--- src/logic/cmc_pkg.sv ---
package cmc_pkg;
  // Register byte offsets (Wishbone, one aligned word each)
  localparam logic [7:0] ADDR_CTRL = 8'h00;
  localparam logic [7:0] ADDR_INH_LO = 8'h04;
  localparam logic [7:0] ADDR_INH_HI = 8'h08;
  localparam logic [7:0] ADDR_HYS = 8'h0c;
  localparam logic [7:0] ADDR_PRE_TEMP = 8'h10;
  localparam logic [7:0] ADDR_PRE_VOLT = 8'h14;
  localparam logic [7:0] ADDR_REC_VOLT = 8'h18;
  localparam logic [7:0] ADDR_PRE_CUR = 8'h1c;
  localparam logic [7:0] ADDR_FAST_VOLT = 8'h20;
  localparam logic [7:0] ADDR_FAST_CUR = 8'h24;
  localparam logic [7:0] ADDR_OVC_VOLT = 8'h28;
  localparam logic [7:0] ADDR_SUSP_HI = 8'h2c;
  localparam logic [7:0] ADDR_DELTA = 8'h30;
  localparam logic [7:0] ADDR_STATE = 8'h34;
  localparam logic [7:0] ADDR_REQ = 8'h38;
  localparam logic [7:0] ADDR_IRQ_STAT = 8'h3c;
  localparam logic [7:0] ADDR_IRQ_MASK = 8'h40;
  // Control word fields
  localparam int CTRL_INH_FET = 0;
  localparam int CTRL_NR = 1;
  localparam int CTRL_SEL_LO = 2;
  localparam int CTRL_SEL_HI = 3;
  localparam logic [3:0] CTRL_RESET = 4'h0;
  // Status word field positions
  localparam int ST_INH = 0;
  localparam int ST_PRE = 1;
  localparam int ST_FAST = 2;
  localparam int ST_TOP = 3;
  localparam int ST_MID = 4;
  // Reset values of settings (0.1 C, mV, mA)
  localparam logic signed [15:0] INH_LO_RESET = 16'sh0000;
  localparam logic signed [15:0] INH_HI_RESET = 16'sh01c2;
  localparam logic signed [15:0] HYS_RESET = 16'sh000a;
  localparam logic signed [15:0] PRE_TEMP_RESET = 16'sh0078;
  localparam logic [15:0] PRE_VOLT_RESET = 16'h0bb8;
  localparam logic [15:0] REC_VOLT_RESET = 16'h0c1c;
  localparam logic [15:0] PRE_CUR_RESET = 16'h00fa;
  localparam logic [15:0] FAST_VOLT_RESET = 16'h41a0;
  localparam logic [15:0] FAST_CUR_RESET = 16'h0fa0;
  localparam logic [15:0] OVC_VOLT_RESET = 16'h01f4;
  localparam logic signed [15:0] SUSP_HI_RESET = 16'sh0226;
  localparam logic signed [15:0] DELTA_RESET = 16'sh0032;
  // Precharge FET selector codes
  localparam logic [1:0] SEL_ZV = 2'h0;
  localparam logic [1:0] SEL_CHG = 2'h1;
  localparam logic [1:0] SEL_OD = 2'h2;
  // Charge modes
  typedef enum logic [1:0] {CMC_IDLE, CMC_INHIBIT, CMC_PRE, CMC_FAST} cmc_mode_t;
  // Throttle band
  typedef enum logic [1:0] {CMC_FULL, CMC_MID, CMC_TOP} cmc_band_t;
endpackage

--- src/logic/cmc_charge_mode_controller.sv ---
// The Wishbone register port and the placing of the registers were left to the implementer.
`timescale 1ns/1ps
// What this block does
// Inhibit forces zero current and voltage request
// Inhibit state raises charge inhibited flag
// Inhibit option turns charge FETs off
// Leave inhibit inside hysteresis band, restore FETs
// Clear inhibit flag on exit, fault, removal
// Precharge on cool temperature or low cell
// Undervolt or discharge overcurrent forces precharge
// Two-bit field selects precharge FET action
// Precharge flag clears on recovery, suspend, fault
// Fast charge when temperature, cells, pack fit
// Fast flag set, charge FET on unless protection
// Fast charge current follows temperature bands
// Top band: precharge current, top throttle flag
// Middle band: half difference, mid throttle flag
// Low band: full fast current, flags clear
// Extra hysteresis entering mid and top bands
// Throttle flags clear on mode change, protection
// Zero delta disables throttling
// Limits are signed tenths of a degree
module cmc_charge_mode_controller
  import cmc_pkg::*;
#(
  parameter int CELLS = 4
) (
  // Clock and reset
  input wire logic clk,
  input wire logic reset_n,
  // Measurement inputs, same clock domain
  input wire logic tick,
  input wire logic signed [15:0] temperature,
  input wire logic [CELLS*16-1:0] per_cell_voltage,
  input wire logic [15:0] pack_voltage,
  input wire logic cell_undervolt_flag,
  input wire logic pack_undervolt_flag,
  input wire logic discharge_overcurrent_flag,
  input wire logic discharge_overcurrent_tier2_flag,
  input wire logic fault_detected,
  input wire logic protection_detected,
  input wire logic suspend_entry,
  input wire logic battery_removed,
  // Requested values and status
  output logic [15:0] charging_current,
  output logic [15:0] charging_voltage,
  output logic [4:0] charge_state_word,
  // FET controls
  output logic charge_fet,
  output logic zero_volt_charge_fet,
  output logic open_drain_pin,
  // Wishbone slave
  input wire logic wb_cyc_i,
  input wire logic wb_stb_i,
  input wire logic wb_we_i,
  input wire logic [7:0] wb_adr_i,
  input wire logic [3:0] wb_sel_i,
  input wire logic [31:0] wb_dat_i,
  output logic [31:0] wb_dat_o,
  output logic wb_ack_o,
  // Interrupt
  output logic irq
);
  // Signed compare helper on widened values
  function automatic logic signed [17:0] sx(input logic signed [15:0] v);
    sx = {{2{v[15]}}, v};
  endfunction
  // Configuration registers
  logic [3:0] ctrl, next_ctrl;
  logic signed [15:0] inh_lo, inh_hi, hys, pre_temp, susp_hi, delta;
  logic signed [15:0] next_inh_lo, next_inh_hi, next_hys, next_pre_temp, next_susp_hi, next_delta;
  logic [15:0] pre_volt, rec_volt, pre_cur, fast_volt, fast_cur, ovc_volt;
  logic [15:0] next_pre_volt, next_rec_volt, next_pre_cur, next_fast_volt, next_fast_cur, next_ovc_volt;
  logic [4:0] irq_stat, next_irq_stat, irq_mask, next_irq_mask;
  logic [31:0] next_dat;
  logic next_ack, next_irq;
  // Mode state
  cmc_mode_t mode, next_mode;
  cmc_band_t band, next_band;
  logic saved_chg, saved_zv, next_saved_chg, next_saved_zv;
  logic [15:0] next_cur, next_volt;
  logic [4:0] next_state_word;
  logic next_chg, next_zv, next_od;
  // Derived conditions
  logic any_cell_low, all_cells_rec, safety_pre, removal, clr_evt;
  logic signed [17:0] t, mid_lo, top_lo;
  // Cell scans
  always_comb begin
    any_cell_low = 1'b0;
    all_cells_rec = 1'b1;
    for (int i = 0; i < CELLS; i++) begin
      if (per_cell_voltage[i*16 +: 16] < pre_volt) begin
        any_cell_low = 1'b1;
      end
      if (per_cell_voltage[i*16 +: 16] < rec_volt) begin
        all_cells_rec = 1'b0;
      end
    end
  end
  // Thresholds in widened signed form
  always_comb begin
    t = sx(temperature);
    top_lo = sx(susp_hi) - sx(delta);
    mid_lo = sx(susp_hi) - sx(delta) - sx(delta);
    // safety flags force precharge
    safety_pre = cell_undervolt_flag | pack_undervolt_flag | discharge_overcurrent_flag |
                 discharge_overcurrent_tier2_flag;
    removal = battery_removed & ~ctrl[CTRL_NR];
    // fault or removal ends inhibit
    clr_evt = fault_detected | removal;
  end

  // Charge mode next state
  always_comb begin
    next_mode = mode;
    next_band = band;
    next_saved_chg = saved_chg;
    next_saved_zv = saved_zv;
    next_chg = charge_fet;
    next_zv = zero_volt_charge_fet;
    next_od = open_drain_pin;
    next_cur = charging_current;
    next_volt = charging_voltage;
    if (tick) begin
      case (mode)
        CMC_INHIBIT: begin
          // exit inside hysteresis band, or on fault or removal
          if ((t >= sx(inh_lo) + sx(hys) && t <= sx(inh_hi) - sx(hys)) || clr_evt) begin
            // a pending safety flag goes straight to precharge
            next_mode = safety_pre ? CMC_PRE : CMC_IDLE;
            next_chg = saved_chg;
            next_zv = saved_zv;
          end
        end
        default: begin
          // temperature outside inhibit limits
          if (t < sx(inh_lo) || t > sx(inh_hi)) begin
            next_mode = CMC_INHIBIT;
            next_saved_chg = charge_fet;
            next_saved_zv = zero_volt_charge_fet;
            // optional FET shutdown
            if (ctrl[CTRL_INH_FET]) begin
              next_chg = 1'b0;
              next_zv = 1'b0;
            end
          // precharge entry
          end else if ((t < sx(pre_temp)) || any_cell_low || safety_pre ||
                       (mode == CMC_PRE && !(t >= sx(pre_temp) + sx(hys) && all_cells_rec))) begin
            next_mode = CMC_PRE;
          // fast charge entry
          end else if (t < mid_lo && ({1'b0, pack_voltage} <= {1'b0, fast_volt} + {1'b0, ovc_volt})) begin
            next_mode = CMC_FAST;
          end else if (mode != CMC_FAST) begin
            next_mode = CMC_IDLE;
          end
        end
      endcase
      // precharge cleared by suspend or fault
      if (next_mode == CMC_PRE && (suspend_entry || clr_evt)) begin
        next_mode = CMC_IDLE;
      end
      // temperature band selection
      if (next_mode != CMC_FAST || protection_detected || (battery_removed & ctrl[CTRL_NR])) begin
        // leaving fast or protection clears throttle
        next_band = CMC_FULL;
      end else if (delta == 16'sh0000) begin
        // throttling disabled
        next_band = CMC_FULL;
      end else begin
        case (band)
          CMC_FULL: begin
            // extra hysteresis to enter middle
            if (t >= top_lo + sx(hys)) begin
              next_band = CMC_TOP;
            end else if (t >= mid_lo + sx(hys)) begin
              next_band = CMC_MID;
            end
          end
          CMC_MID: begin
            // extra hysteresis to enter top
            if (t >= top_lo + sx(hys)) begin
              next_band = CMC_TOP;
            end else if (t < mid_lo) begin
              next_band = CMC_FULL;
            end
          end
          default: begin
            if (t < mid_lo) begin
              next_band = CMC_FULL;
            end else if (t < top_lo) begin
              next_band = CMC_MID;
            end
          end
        endcase
      end
      // Requested values
      case (next_mode)
        CMC_INHIBIT: begin
          // zero request
          next_cur = 16'h0000;
          next_volt = 16'h0000;
        end
        CMC_PRE: begin
          next_cur = pre_cur;
          next_volt = fast_volt;
        end
        CMC_FAST: begin
          next_volt = fast_volt;
          case (next_band)
            // top band current
            CMC_TOP: next_cur = pre_cur;
            // middle band current
            CMC_MID: next_cur = (fast_cur >= pre_cur) ? (fast_cur - pre_cur) >> 1 : 16'h0000;
            // full current
            default: next_cur = fast_cur;
          endcase
        end
        default: begin
          next_cur = fast_cur;
          next_volt = fast_volt;
        end
      endcase
      // FET actions outside inhibit
      if (next_mode != CMC_INHIBIT && mode != CMC_INHIBIT) begin
        next_od = 1'b0;
        if (next_mode == CMC_PRE) begin
          // precharge FET selector
          case ({ctrl[CTRL_SEL_HI], ctrl[CTRL_SEL_LO]})
            SEL_ZV: begin next_zv = 1'b1; next_chg = 1'b0; end
            SEL_CHG: begin next_chg = 1'b1; next_zv = 1'b0; end
            SEL_OD: next_od = 1'b1;
            default: ;
          endcase
        end else if (next_mode == CMC_FAST) begin
          // charge FET on unless protection
          next_chg = ~protection_detected;
          next_zv = 1'b0;
        end
      end
    end
    // flags follow state
    next_state_word = 5'h00;
    next_state_word[ST_INH] = (next_mode == CMC_INHIBIT);
    next_state_word[ST_PRE] = (next_mode == CMC_PRE);
    next_state_word[ST_FAST] = (next_mode == CMC_FAST);
    next_state_word[ST_TOP] = (next_band == CMC_TOP);
    next_state_word[ST_MID] = (next_band == CMC_MID);
  end

  // Mode registers
  always_ff @(posedge clk or negedge reset_n) begin
    if (!reset_n) begin
      mode <= CMC_IDLE;
      band <= CMC_FULL;
      saved_chg <= 1'b0;
      saved_zv <= 1'b0;
      charge_fet <= 1'b0;
      zero_volt_charge_fet <= 1'b0;
      open_drain_pin <= 1'b0;
      charging_current <= FAST_CUR_RESET;
      charging_voltage <= FAST_VOLT_RESET;
      charge_state_word <= 5'h00;
    end else begin
      mode <= next_mode;
      band <= next_band;
      saved_chg <= next_saved_chg;
      saved_zv <= next_saved_zv;
      charge_fet <= next_chg;
      zero_volt_charge_fet <= next_zv;
      open_drain_pin <= next_od;
      charging_current <= next_cur;
      charging_voltage <= next_volt;
      charge_state_word <= next_state_word;
    end
  end

  // Bus decode and interrupt next values
  always_comb begin
    logic wr;
    logic [4:0] rise;
    wr = 1'b0;
    rise = 5'h00;
    next_ctrl = ctrl;
    next_inh_lo = inh_lo;
    next_inh_hi = inh_hi;
    next_hys = hys;
    next_pre_temp = pre_temp;
    next_pre_volt = pre_volt;
    next_rec_volt = rec_volt;
    next_pre_cur = pre_cur;
    next_fast_volt = fast_volt;
    next_fast_cur = fast_cur;
    next_ovc_volt = ovc_volt;
    next_susp_hi = susp_hi;
    next_delta = delta;
    next_irq_mask = irq_mask;
    next_irq_stat = irq_stat;
    next_dat = 32'h0000_0000;
    next_ack = wb_cyc_i & wb_stb_i & ~wb_ack_o;
    wr = next_ack & wb_we_i & wb_sel_i[0] & wb_sel_i[1];
    // temperature settings are signed tenths of a degree
    if (wb_adr_i == ADDR_CTRL) begin
      next_dat = {28'h0, ctrl};
      if (next_ack & wb_we_i & wb_sel_i[0]) next_ctrl = wb_dat_i[3:0];
    end else if (wb_adr_i == ADDR_INH_LO) begin
      next_dat = {16'h0, inh_lo};
      if (wr) next_inh_lo = wb_dat_i[15:0];
    end else if (wb_adr_i == ADDR_INH_HI) begin
      next_dat = {16'h0, inh_hi};
      if (wr) next_inh_hi = wb_dat_i[15:0];
    end else if (wb_adr_i == ADDR_HYS) begin
      next_dat = {16'h0, hys};
      if (wr) next_hys = wb_dat_i[15:0];
    end else if (wb_adr_i == ADDR_PRE_TEMP) begin
      next_dat = {16'h0, pre_temp};
      if (wr) next_pre_temp = wb_dat_i[15:0];
    end else if (wb_adr_i == ADDR_PRE_VOLT) begin
      next_dat = {16'h0, pre_volt};
      if (wr) next_pre_volt = wb_dat_i[15:0];
    end else if (wb_adr_i == ADDR_REC_VOLT) begin
      next_dat = {16'h0, rec_volt};
      if (wr) next_rec_volt = wb_dat_i[15:0];
    end else if (wb_adr_i == ADDR_PRE_CUR) begin
      next_dat = {16'h0, pre_cur};
      if (wr) next_pre_cur = wb_dat_i[15:0];
    end else if (wb_adr_i == ADDR_FAST_VOLT) begin
      next_dat = {16'h0, fast_volt};
      if (wr) next_fast_volt = wb_dat_i[15:0];
    end else if (wb_adr_i == ADDR_FAST_CUR) begin
      next_dat = {16'h0, fast_cur};
      if (wr) next_fast_cur = wb_dat_i[15:0];
    end else if (wb_adr_i == ADDR_OVC_VOLT) begin
      next_dat = {16'h0, ovc_volt};
      if (wr) next_ovc_volt = wb_dat_i[15:0];
    end else if (wb_adr_i == ADDR_SUSP_HI) begin
      next_dat = {16'h0, susp_hi};
      if (wr) next_susp_hi = wb_dat_i[15:0];
    end else if (wb_adr_i == ADDR_DELTA) begin
      next_dat = {16'h0, delta};
      if (wr) next_delta = wb_dat_i[15:0];
    end else if (wb_adr_i == ADDR_STATE) begin
      next_dat = {25'h0, charge_fet, zero_volt_charge_fet, charge_state_word};
    end else if (wb_adr_i == ADDR_REQ) begin
      next_dat = {charging_voltage, charging_current};
    end else if (wb_adr_i == ADDR_IRQ_STAT) begin
      next_dat = {27'h0, irq_stat};
      if (next_ack & wb_we_i & wb_sel_i[0]) next_irq_stat = irq_stat & ~wb_dat_i[4:0];
    end else if (wb_adr_i == ADDR_IRQ_MASK) begin
      next_dat = {27'h0, irq_mask};
      if (next_ack & wb_we_i & wb_sel_i[0]) next_irq_mask = wb_dat_i[4:0];
    end
    // Status flags rising set sticky bits; set wins over clear
    rise = next_state_word & ~charge_state_word;
    next_irq_stat = next_irq_stat | rise;
    next_irq = |(next_irq_stat & next_irq_mask);
  end

  // Bus and interrupt registers
  always_ff @(posedge clk or negedge reset_n) begin
    if (!reset_n) begin
      ctrl <= CTRL_RESET;
      inh_lo <= INH_LO_RESET;
      inh_hi <= INH_HI_RESET;
      hys <= HYS_RESET;
      pre_temp <= PRE_TEMP_RESET;
      pre_volt <= PRE_VOLT_RESET;
      rec_volt <= REC_VOLT_RESET;
      pre_cur <= PRE_CUR_RESET;
      fast_volt <= FAST_VOLT_RESET;
      fast_cur <= FAST_CUR_RESET;
      ovc_volt <= OVC_VOLT_RESET;
      susp_hi <= SUSP_HI_RESET;
      delta <= DELTA_RESET;
      irq_stat <= 5'h00;
      irq_mask <= 5'h00;
      wb_dat_o <= 32'h0000_0000;
      wb_ack_o <= 1'b0;
      irq <= 1'b0;
    end else begin
      ctrl <= next_ctrl;
      inh_lo <= next_inh_lo;
      inh_hi <= next_inh_hi;
      hys <= next_hys;
      pre_temp <= next_pre_temp;
      pre_volt <= next_pre_volt;
      rec_volt <= next_rec_volt;
      pre_cur <= next_pre_cur;
      fast_volt <= next_fast_volt;
      fast_cur <= next_fast_cur;
      ovc_volt <= next_ovc_volt;
      susp_hi <= next_susp_hi;
      delta <= next_delta;
      irq_stat <= next_irq_stat;
      irq_mask <= next_irq_mask;
      wb_dat_o <= next_dat;
      wb_ack_o <= next_ack;
      irq <= next_irq;
    end
  end

endmodule

--- config.mk ---
export PLATFORM = sky130hd
export DESIGN_NAME = cmc_charge_mode_controller
export DESIGN_NICKNAME = d
export VERILOG_FILES = /design/src/logic/cmc_pkg.sv /design/src/logic/cmc_charge_mode_controller.sv
export SDC_FILE = /design/constraint.sdc
export NUM_CORES = 1
export LEC_CHECK = 0
export BUFFER_PORTS_ARGS = -buffer_cell sky130_fd_sc_hd__buf_4
export CAP_MARGIN = 20
export CORE_MARGIN = 2
export CORE_UTILIZATION = 60
export CTS_CLUSTER_DIAMETER = 200
export DETAILED_ROUTE_END_ITERATION = 6
export PLACE_DENSITY_LB_ADDON = 0.05
export SYNTH_ARGS = -nofsm -noshare
export SYNTH_HDL_FRONTEND = slang
export SYNTH_SLANG_ARGS = --single-unit
--- constraint.sdc ---
create_clock -name clk -period 11.2 [get_ports clk]
set_input_delay 2.24 -clock clk [delete_from_list [all_inputs] [get_ports clk]]
set_output_delay 2.24 -clock clk [all_outputs]
set_load 0.02 [all_outputs]
==> results of run 1 <==
[cells by family after synthesis]
kind of cell,count (synthesis)
fa+ha+maj,461
simple gates,741
buf+inv,327
flops,286
compound gates,892
xor+xnor,116
mux,129
[stage by stage]
| step | hold slack, ps | utilization | total power, mW | cells | setup WS, ps |
|---|---|---|---|---|---|
| finish | 466 | 0.688 | 3.39 | 3751 | 1200 |
| global route | 476 | 0.688 | 3.54 | 3748 | 529 |
| CTS | 455 | 0.687 | 3.37 | 3740 | 1510 |
| detailed placement | 446 | 0.658 | 2.13 | 3677 | 1570 |
| global placement | 437 | 0.658 | 2.08 | 3676 | 1550 |
| floorplan | 466 | - | 1.78 | 2952 | 3720 |
[where the power goes]
part / internal (mW) / leakage [nW] / switching, mW
sequential: 1.06 / 3.41 / 0.0451
clock: 0.763 / 0.612 / 0.490
combinational: 0.422 / 10.0 / 0.611
[worst max-delay path: cells and delay by family (launching register included)]
kind | cells | cell delay (ps)
AO/OA/AOI/OAI | 15 | 3700
XOR/XNOR | 1 | 200
adder cells (fa/ha/maj) | 4 | 1840
buffers and inverters | 3 | 360
flip-flops | 1 | 640
multiplexers | 1 | 310
AND/OR/NAND/NOR | 9 | 2770
[cells in the mapped netlist, drive strengths merged, types with 27 or more instances]
| cell | count | area share |
|---|---|---|
| dfrtp | 225 | 0.21 |
| a21o | 59 | 0.017 |
| a211oi | 39 | 0.012 |
| o22ai | 27 | 0.0067 |
| o21a | 31 | 0.0088 |
| dfstp | 61 | 0.061 |
| nand2 | 247 | 0.035 |
| mux2 | 122 | 0.052 |
| a221oi | 43 | 0.014 |
| ha | 452 | 0.21 |
| nor2b | 39 | 0.0093 |
| a21oi | 206 | 0.039 |
| xnor2 | 72 | 0.024 |
| nand4 | 45 | 0.011 |
| nand2b | 32 | 0.0079 |
| and3 | 30 | 0.0071 |
| o21ai | 242 | 0.046 |
| clkbuf | 71 | 0.010 |
| xor2 | 44 | 0.015 |
| nor2 | 149 | 0.021 |
| nor3 | 39 | 0.0076 |
| nand3 | 56 | 0.011 |
| inv | 241 | 0.034 |
[final cells by class]
cell class | instances | area share
Inverter | 241 | 0.0305
Sequential cell | 286 | 0.243
Antenna cell | 7 | 0.000590
Clock buffer | 45 | 0.0331
Clock inverter | 18 | 0.00889
Timing Repair Buffer | 230 | 0.0586
Tap cell | 585 | 0.0246
Multi-Input combinational cell | 2339 | 0.600
[metal layers]
layer  vias to the layer above  GRT usage
met1                     11900      0.510
met5                         -          0
met4                         2      0.253
met3                       364      0.106
met2                      1353      0.648
li1                      11300          -
[worst paths after layout]
check / from / end / slack [ps] / depth (start not counted)
setup / recovery: delta[1] / charging_current[15] / 1200 / 33
hold / removal: wb_ack_o / wb_ack_o / 470 / 1
setup reg to reg: delta[1] / charging_current[15] / 1200 / 33
hold reg to reg: wb_ack_o / wb_ack_o / 470 / 1
max in group asynchronous: reset_n / wb_dat_o[19] / 7290 / 3
min in group asynchronous: reset_n / pre_temp[7] / 1720 / 1
==> insert_results.sql, run 1 <==
INSERT INTO impl_metrics (metric_group, metric, value, unit) VALUES
('layout', 'final_design_instance_area_without_fill', '0.0297', 'sq mm'),
('synthesis', 'synth_cell_type_count', '90', ''),
('placed_design', 'dpl.hpwl', '72.3', 'mm'),
('clock_network', 'cts.repair_timing.setup_buffer_count', '0', ''),
('layout', 'num-nets-final', '3748', ''),
('layout', 'multi_input_gate_area', '0.0178', 'sq mm'),
('global_routing', 'grt_first_pass_wirelength', '141', 'mm'),
('synthesis', 'synth_top_family_by_area', 'compound AO/OA/AOI/OAI gates', ''),
('synthesis', 'synth_ff_type', 'sky130_fd_sc_hd__dfrtp_1', ''),
('detailed_routing', 'detailroute.via_count', '24900', ''),
('layout', 'area_growth', '12.9', '%'),
('outcome', 'status', 'finished, violations left', ''),
('timing', 'setup-violations-final', '0', ''),
('placed_design', 'detailed_place.area', '0.0284', 'sq mm'),
('outcome', 'violations', 'DRC', ''),
('setup_path', 'critPathArrivalTime', '10400', 'ps'),
('detailed_routing', 'drc', '11', ''),
('setup_path', 'type_of_the_setup_path_with_the_least_slack', 'register to register', ''),
('clock_network', 'post_cts_gate_resize_count', '0', ''),
('die', 'die_x', '213', 'microns'),
('detailed_routing', 'antenna_left', '0', ''),
('power', 'worst_vdd_drop', '0.000155', 'V'),
('timing', 'rel_slew_slack', '0.269', ''),
('global_routing', 'grt_overflow_total', '0', ''),
('run', 'drv.max_cap_violation_count', '0', ''),
('hold_path', 'hold_path.class', 'register to register', ''),
('detailed_routing', 'routed_via_density', '6.65', ''),
('synthesis', 'synthAdderAreaFrac', '0.222', ''),
('layout', 'mostFrequentLayoutCell', 'sky130_fd_sc_hd__ha_1', ''),
('layout', 'largest-register', 'wb_dat_o', ''),
('detailed_routing', 'route.met3.wl', '9.79', 'mm'),
('synthesis', 'yosysWarningCount', '0', ''),
('die', 'rows', '76', ''),
('synthesis', 'synth_compound_gate_area_share', '0.223', ''),
('placed_design', 'numPortBuffers', '209', ''),
('detailed_routing', 'routed_wl', '94.3', 'mm'),
('setup_path', 'max_stage_delay', '940', 'ps'),
('detailed_routing', 'wirelength_met1', '36.3', 'mm'),
('clock_network', 'cts_made_buffers', '35', ''),
('timing', 'fin_tns_setup', '0', 'ps'),
('layout', 'fillers', '3568', ''),
('timing', 'fin_worst_skew', '31.3', 'ps'),
('timing', 'worst_pin_slew', '1090', 'ps'),
('setup_path', 'crit_fanout', '31', ''),
('timing', 'final-max-slew-violation-count', '0', ''),
('synthesis', 'synth_xor_xnor_area_share', '0.0386', ''),
('clock_network', 'clock_path_buffers', '3', ''),
('layout', 'layout-drive-gt1-share', '0.162', ''),
('global_routing', 'number_of_antenna_violations_at_the_first_check_in_global_routing', '10', ''),
('synthesis', 'synth_nets', '3567', ''),
('detailed_routing', 'highest_layer', 'met5', ''),
('setup_path', 'setup.worst_path.start_class', 'register', ''),
('clock_network', 'cts_tree', 'yes', ''),
('timing', 'period_share', '0.893', ''),
('synthesis', 'synth-async-reset-ratio', '1.00', ''),
('synthesis', 'syn-mean-instance-area', '8.91', 'sq um'),
('clock_network', 'cts.sink_count', '286', ''),
('setup_path', 'critical-path-top-cell-by-count', 'sky130_fd_sc_hd__o21ai_0', ''),
('die', 'top_level_ports', '228', ''),
('die', 'die_ar', '0.0455', 'sq mm'),
('power', 'power.static_leakage', '14.0', 'nW'),
('die', 'die_y', '213', 'microns'),
('detailed_routing', 'route.met2.wl', '41.8', 'mm'),
('layout', 'largest_register_ffs', '32', ''),
('synthesis', 'netlist_instances', '2952', ''),
('clock_network', 'clk_latency', '560', 'ps'),
('synthesis', 'portion_of_the_post_synthesis_area_used_by_sequential_elements', '0.275', ''),
('power', 'pwr_per_cell_area', '114', 'mW/mm^2'),
('timing', 'hold_viol', '0', ''),
('detailed_routing', 'drt-pass1-iter-count', '7', ''),
('die', 'initial_core_util', '0.609', '');
Note: power is estimated with default switching activity, not from simulation.
==> inputs of run 2 (changes only) <==
--- a/config.mk
+++ b/config.mk
@@ -5,6 +5,7 @@
 export SDC_FILE = /design/constraint.sdc
 export NUM_CORES = 1
 export LEC_CHECK = 0
+export ABC_AREA = 1
 export BUFFER_PORTS_ARGS = -buffer_cell sky130_fd_sc_hd__buf_4
 export CAP_MARGIN = 20
 export CORE_MARGIN = 2
==> run 2 against run 1 <==
Against the previous run: the run now ends clean; die area shrank 0.44%; via count grew 4.7%; cell area shrank 0.97%; flip-flop and latch count is the same; routed wire length shrank 1.1%; synthesized cell count grew 16%; worst setup slack gained 12 ps; first-iteration DRC count grew 2.6%; synthesized area shrank 0.45%; utilization shrank 0.52 points; fmax grew 0.12%; register-to-register slack is essentially flat; largest cell class unchanged.
==> insert_results.sql, run 2 <==
INSERT INTO impl_metrics (metric_group, metric, value, unit) VALUES
('hold_path', 'hold_path.class', 'register to register', ''),
('setup_path', 'reg2reg_setup_slack', '1210', 'ps'),
('layout', 'antenna-diode-count', '0', ''),
('synthesis', 'synth_mux_area_frac', '0', ''),
('timing', 'rel_slew_slack', '0.282', ''),
('power', 'worst_vdd_drop', '0.000118', 'V'),
('setup_path', 'critPathCaptureType', 'register', ''),
('placed_design', 'dpl.hpwl', '70.8', 'mm'),
('layout', 'largest_register_ffs', '32', ''),
('synthesis', 'synth_cell_type_count', '73', ''),
('global_routing', 'grt_pass1_vias', '24600', ''),
('timing', 'max_clock_freq', '0.100', 'GHz'),
('layout', 'final_design_instance_area_without_fill', '0.0294', 'sq mm'),
('synthesis', 'synth_ff_type', 'sky130_fd_sc_hd__dfrtp_1', ''),
('timing', 'hold_viol', '0', ''),
('global_routing', 'groute.layer.met1.usage', '0.542', ''),
('synthesis', 'portion_of_the_post_synthesis_area_used_by_sequential_elements', '0.276', ''),
('detailed_routing', 'drt-pass1-iter-count', '6', ''),
('layout', 'mostFrequentLayoutCell', 'sky130_fd_sc_hd__nand2_1', ''),
('setup_path', 'r2r-end', 'charging_current[12]', ''),
('setup_path', 'crit_start', 'susp_hi[0]', ''),
('setup_path', 'setup.worst_path.start_class', 'register', ''),
('synthesis', 'synth_simple_gate_area_share', '0.176', ''),
('clock_network', 'clock_tree.htree_level_count', '2', ''),
('clock_network', 'post_cts_gate_resize_count', '0', ''),
('synthesis', 'synth.ff_latch_count', '286', ''),
('die', 'die_y', '213', 'microns'),
('synthesis', 'syn-mean-instance-area', '7.62', 'sq um'),
('synthesis', 'synth_xor_xnor_area_share', '0.0431', ''),
('global_routing', 'grt_first_pass_wirelength', '140', 'mm'),
('setup_path', 'critPathArrivalTime', '10420', 'ps'),
('clock_network', 'clk_pin_slew_worst_paths', '60', 'ps'),
('die', 'core_region_area', '0.0431', 'sq mm'),
('global_routing', 'grt_max_degree', '83', ''),
('synthesis', 'netlist_instances', '3438', ''),
('layout', 'fillers', '3699', ''),
('placed_design', 'numPortBuffers', '209', ''),
('detailed_routing', 'antenna_left', '0', ''),
('synthesis', 'yosys.area.top_type_share', '0.216', ''),
('run', 'drv.max_cap_violation_count', '0', ''),
('clock_network', 'cts_tree', 'yes', ''),
('layout', 'largest-register', 'wb_dat_o', ''),
('hold_path', 'hold_start', 'wb_ack_o', ''),
('layout', 'layout-drive-gt1-share', '0.110', ''),
('die', 'die_x', '213', 'microns'),
('global_routing', 'grt.total_usage', '0.413', ''),
('detailed_routing', 'detailroute.via_count', '26100', ''),
('synthesis', 'synth.largest_area_cell', 'sky130_fd_sc_hd__ha_1', ''),
('global_routing', 'number_of_antenna_violations_at_the_first_check_in_global_routing', '7', ''),
('clock_network', 'clock_path_buffers', '3', ''),
('detailed_routing', 'drc', '0', ''),
('synthesis', 'synthAdderAreaFrac', '0.223', ''),
('timing', 'period_share', '0.892', ''),
('clock_network', 'clk_latency', '570', 'ps'),
('synthesis', 'ys_top_cells_by_area', 'sky130_fd_sc_hd__ha_1 (22%), sky130_fd_sc_hd__dfrtp_1 (21%), sky130_fd_sc_hd__nand2_1 (10%)', ''),
('synthesis', 'synth_compound_gate_area_share', '0.201', ''),
('synthesis', 'synth_nets', '4053', ''),
('global_routing', 'grt_overflow_total', '0', ''),
('setup_path', 'ff2ff_path_depth', '54', ''),
('detailed_routing', 'routed_via_density', '6.18', ''),
('timing', 'unrepaired_setup_endpoints_after_global_routing', 'false', ''),
('power', 'pwr_per_cell_area', '101', 'mW/mm^2'),
('detailed_routing', 'post_drt_wl_per_cell', '22.1', 'microns'),
('synthesis', 'synth-edff-count', '0', ''),
('clock_network', 'root_buffer', 'sky130_fd_sc_hd__clkbuf_16', ''),
('clock_network', 'cts_hold_buf', '0', ''),
('setup_path', 'worstSetupEndpoint', 'charging_current[12]', ''),
('detailed_routing', 'drt_first_iter_violations', '2893', ''),
('synthesis', 'post_syn_area', '0.0262', 'sq mm'),
('detailed_routing', 'routed_wl', '93.3', 'mm'),
('synthesis', 'synth_top_family_by_area', 'adder cells', ''),
('setup_path', 'crit_fanout', '19', ''),
('timing', 'final-max-slew-violation-count', '0', ''),
('placed_design', 'place_congestion', '1.04', ''),
('setup_path', 'r2r_start', 'susp_hi[0]', ''),
('outcome', 'status', 'finished clean', ''),
('setup_path', 'cp_data_required_time', '11640', 'ps'),
('setup_path', 'max_stage_delay', '710', 'ps'),
('setup_path', 'critical-path-top-cell-by-count', 'sky130_fd_sc_hd__inv_1', ''),
('setup_path', 'critPathSlowestCell', 'sky130_fd_sc_hd__clkinv_1', ''),
('die', 'top_level_ports', '228', ''),
('synthesis', 'yosysMostFrequentCell', 'sky130_fd_sc_hd__nand2_1', ''),
('die', 'die_ar', '0.0453', 'sq mm'),
('setup_path', 'type_of_the_setup_path_with_the_least_slack', 'register to register', ''),
('global_routing', 'busiest_layer', 'met2', ''),
('synthesis', 'yosysWarningCount', '0', ''),
('clock_network', 'cts_made_buffers', '35', ''),
('clock_network', 'cts.repair_timing.setup_buffer_count', '0', ''),
('timing', 'worst_pin_slew', '1070', 'ps'),
('timing', 'fin_tns_setup', '0', 'ps'),
('layout', 'most_frequent_cells_in_the_layout', 'sky130_fd_sc_hd__nand2_1 (713), sky130_fd_sc_hd__ha_1 (452), sky130_fd_sc_hd__inv_1 (449)', ''),
('die', 'initial_core_util', '0.608', ''),
('layout', 'num-nets-final', '4228', ''),
('synthesis', 'synth.cells.most_frequent', 'sky130_fd_sc_hd__nand2_1 (713), sky130_fd_sc_hd__ha_1 (452), sky130_fd_sc_hd__inv_1 (449)', ''),
('global_routing', 'met3_usage', '0.0850', ''),
('die', 'rows', '76', ''),
('clock_network', 'cts.sink_count', '286', ''),
('synthesis', 'synth-async-reset-ratio', '1.00', ''),
('timing', 'post-route-min-period', '9990', 'ps'),
('power', 'power.static_leakage', '14.2', 'nW'),
('timing', 'fin_worst_skew', '36.6', 'ps'),
('layout', 'area_growth', '12.3', '%'),
('global_routing', 'gr-usage-met2', '0.634', ''),
('timing', 'setup-violations-final', '0', ''),
('placed_design', 'detailed_place.area', '0.0282', 'sq mm');
==> run 2: changes by cell type after synthesis, sizes merged, moves of 58 or more <==
cell / delta
a21oi: +121
inv: +213
mux2: -122
nand2: +483
o21ai: +160
xor2: +58
==> run 2: power breakdown <==
part           internal [mW]  switching, mW
Sequential              1.06         0.0290
Clock                  0.673          0.480
Combinational          0.268          0.475
Total                   2.00          0.984
==> run 2: layout make-up <==
type	instances	area (sq um)	share of cell area
well taps	585	732	0.0249
repair buffers	222	1720	0.0585
flip-flops and latches	286	7230	0.246
clock buffers	53	1040	0.0355
clock inverters	11	108	0.00366
inverters	459	1720	0.0586
multi-input cells	2609	16900	0.573
==> run 2: through the flow <==
| stage | hold WS [ps] | power [mW] | setup WS (ps) | util | cells |
|---|---|---|---|---|---|
| floorplan | 453 | 1.56 | 3570 | - | 3438 |
| global placement | 426 | 1.79 | 1630 | 0.654 | 4157 |
| detailed placement | 436 | 1.82 | 1410 | 0.654 | 4157 |
| CTS | 443 | 2.96 | 1360 | 0.681 | 4221 |
| global route | 479 | 3.11 | 450 | 0.683 | 4225 |
| finish | 438 | 2.98 | 1210 | 0.683 | 4225 |
==> run 2: critical path: cells and delay by family, from the launching register on <==
family	cells	cell delay (ps)
AO/OA/AOI/OAI	12	1790
XOR/XNOR	4	810
flip-flops	1	490
buffers and inverters	10	1440
AND/OR/NAND/NOR	22	3220
adder cells (fa/ha/maj)	6	2090
==> run 2: worst min-delay path by stage <==
| stage | to | slack (ps) | depth (start not counted) |
|---|---|---|---|
| 2_1_floorplan | delta[10] | 450 | 2 |
| 3_5_place_dp | wb_ack_o | 440 | 1 |
| 5_1_grt | wb_ack_o | 480 | 1 |
| 6_report | wb_ack_o | 440 | 1 |
| 4_1_cts | wb_ack_o | 440 | 1 |
| 3_3_place_gp | wb_ack_o | 430 | 1 |
==> run 2: kinds of logic after synthesis <==
kind of cell / Yosys count
compound gates: 926
simple gates: 1093
buf+inv: 543
xor+xnor: 129
flops: 286
fa+ha+maj: 461
==> run 2: metal layers <==
metal,vias to the layer above,part of all wire
met3,304,0.11
met2,1443,0.43
met1,12300,0.39
met5,-,0.00065
met4,10,0.064
li1,12100,-
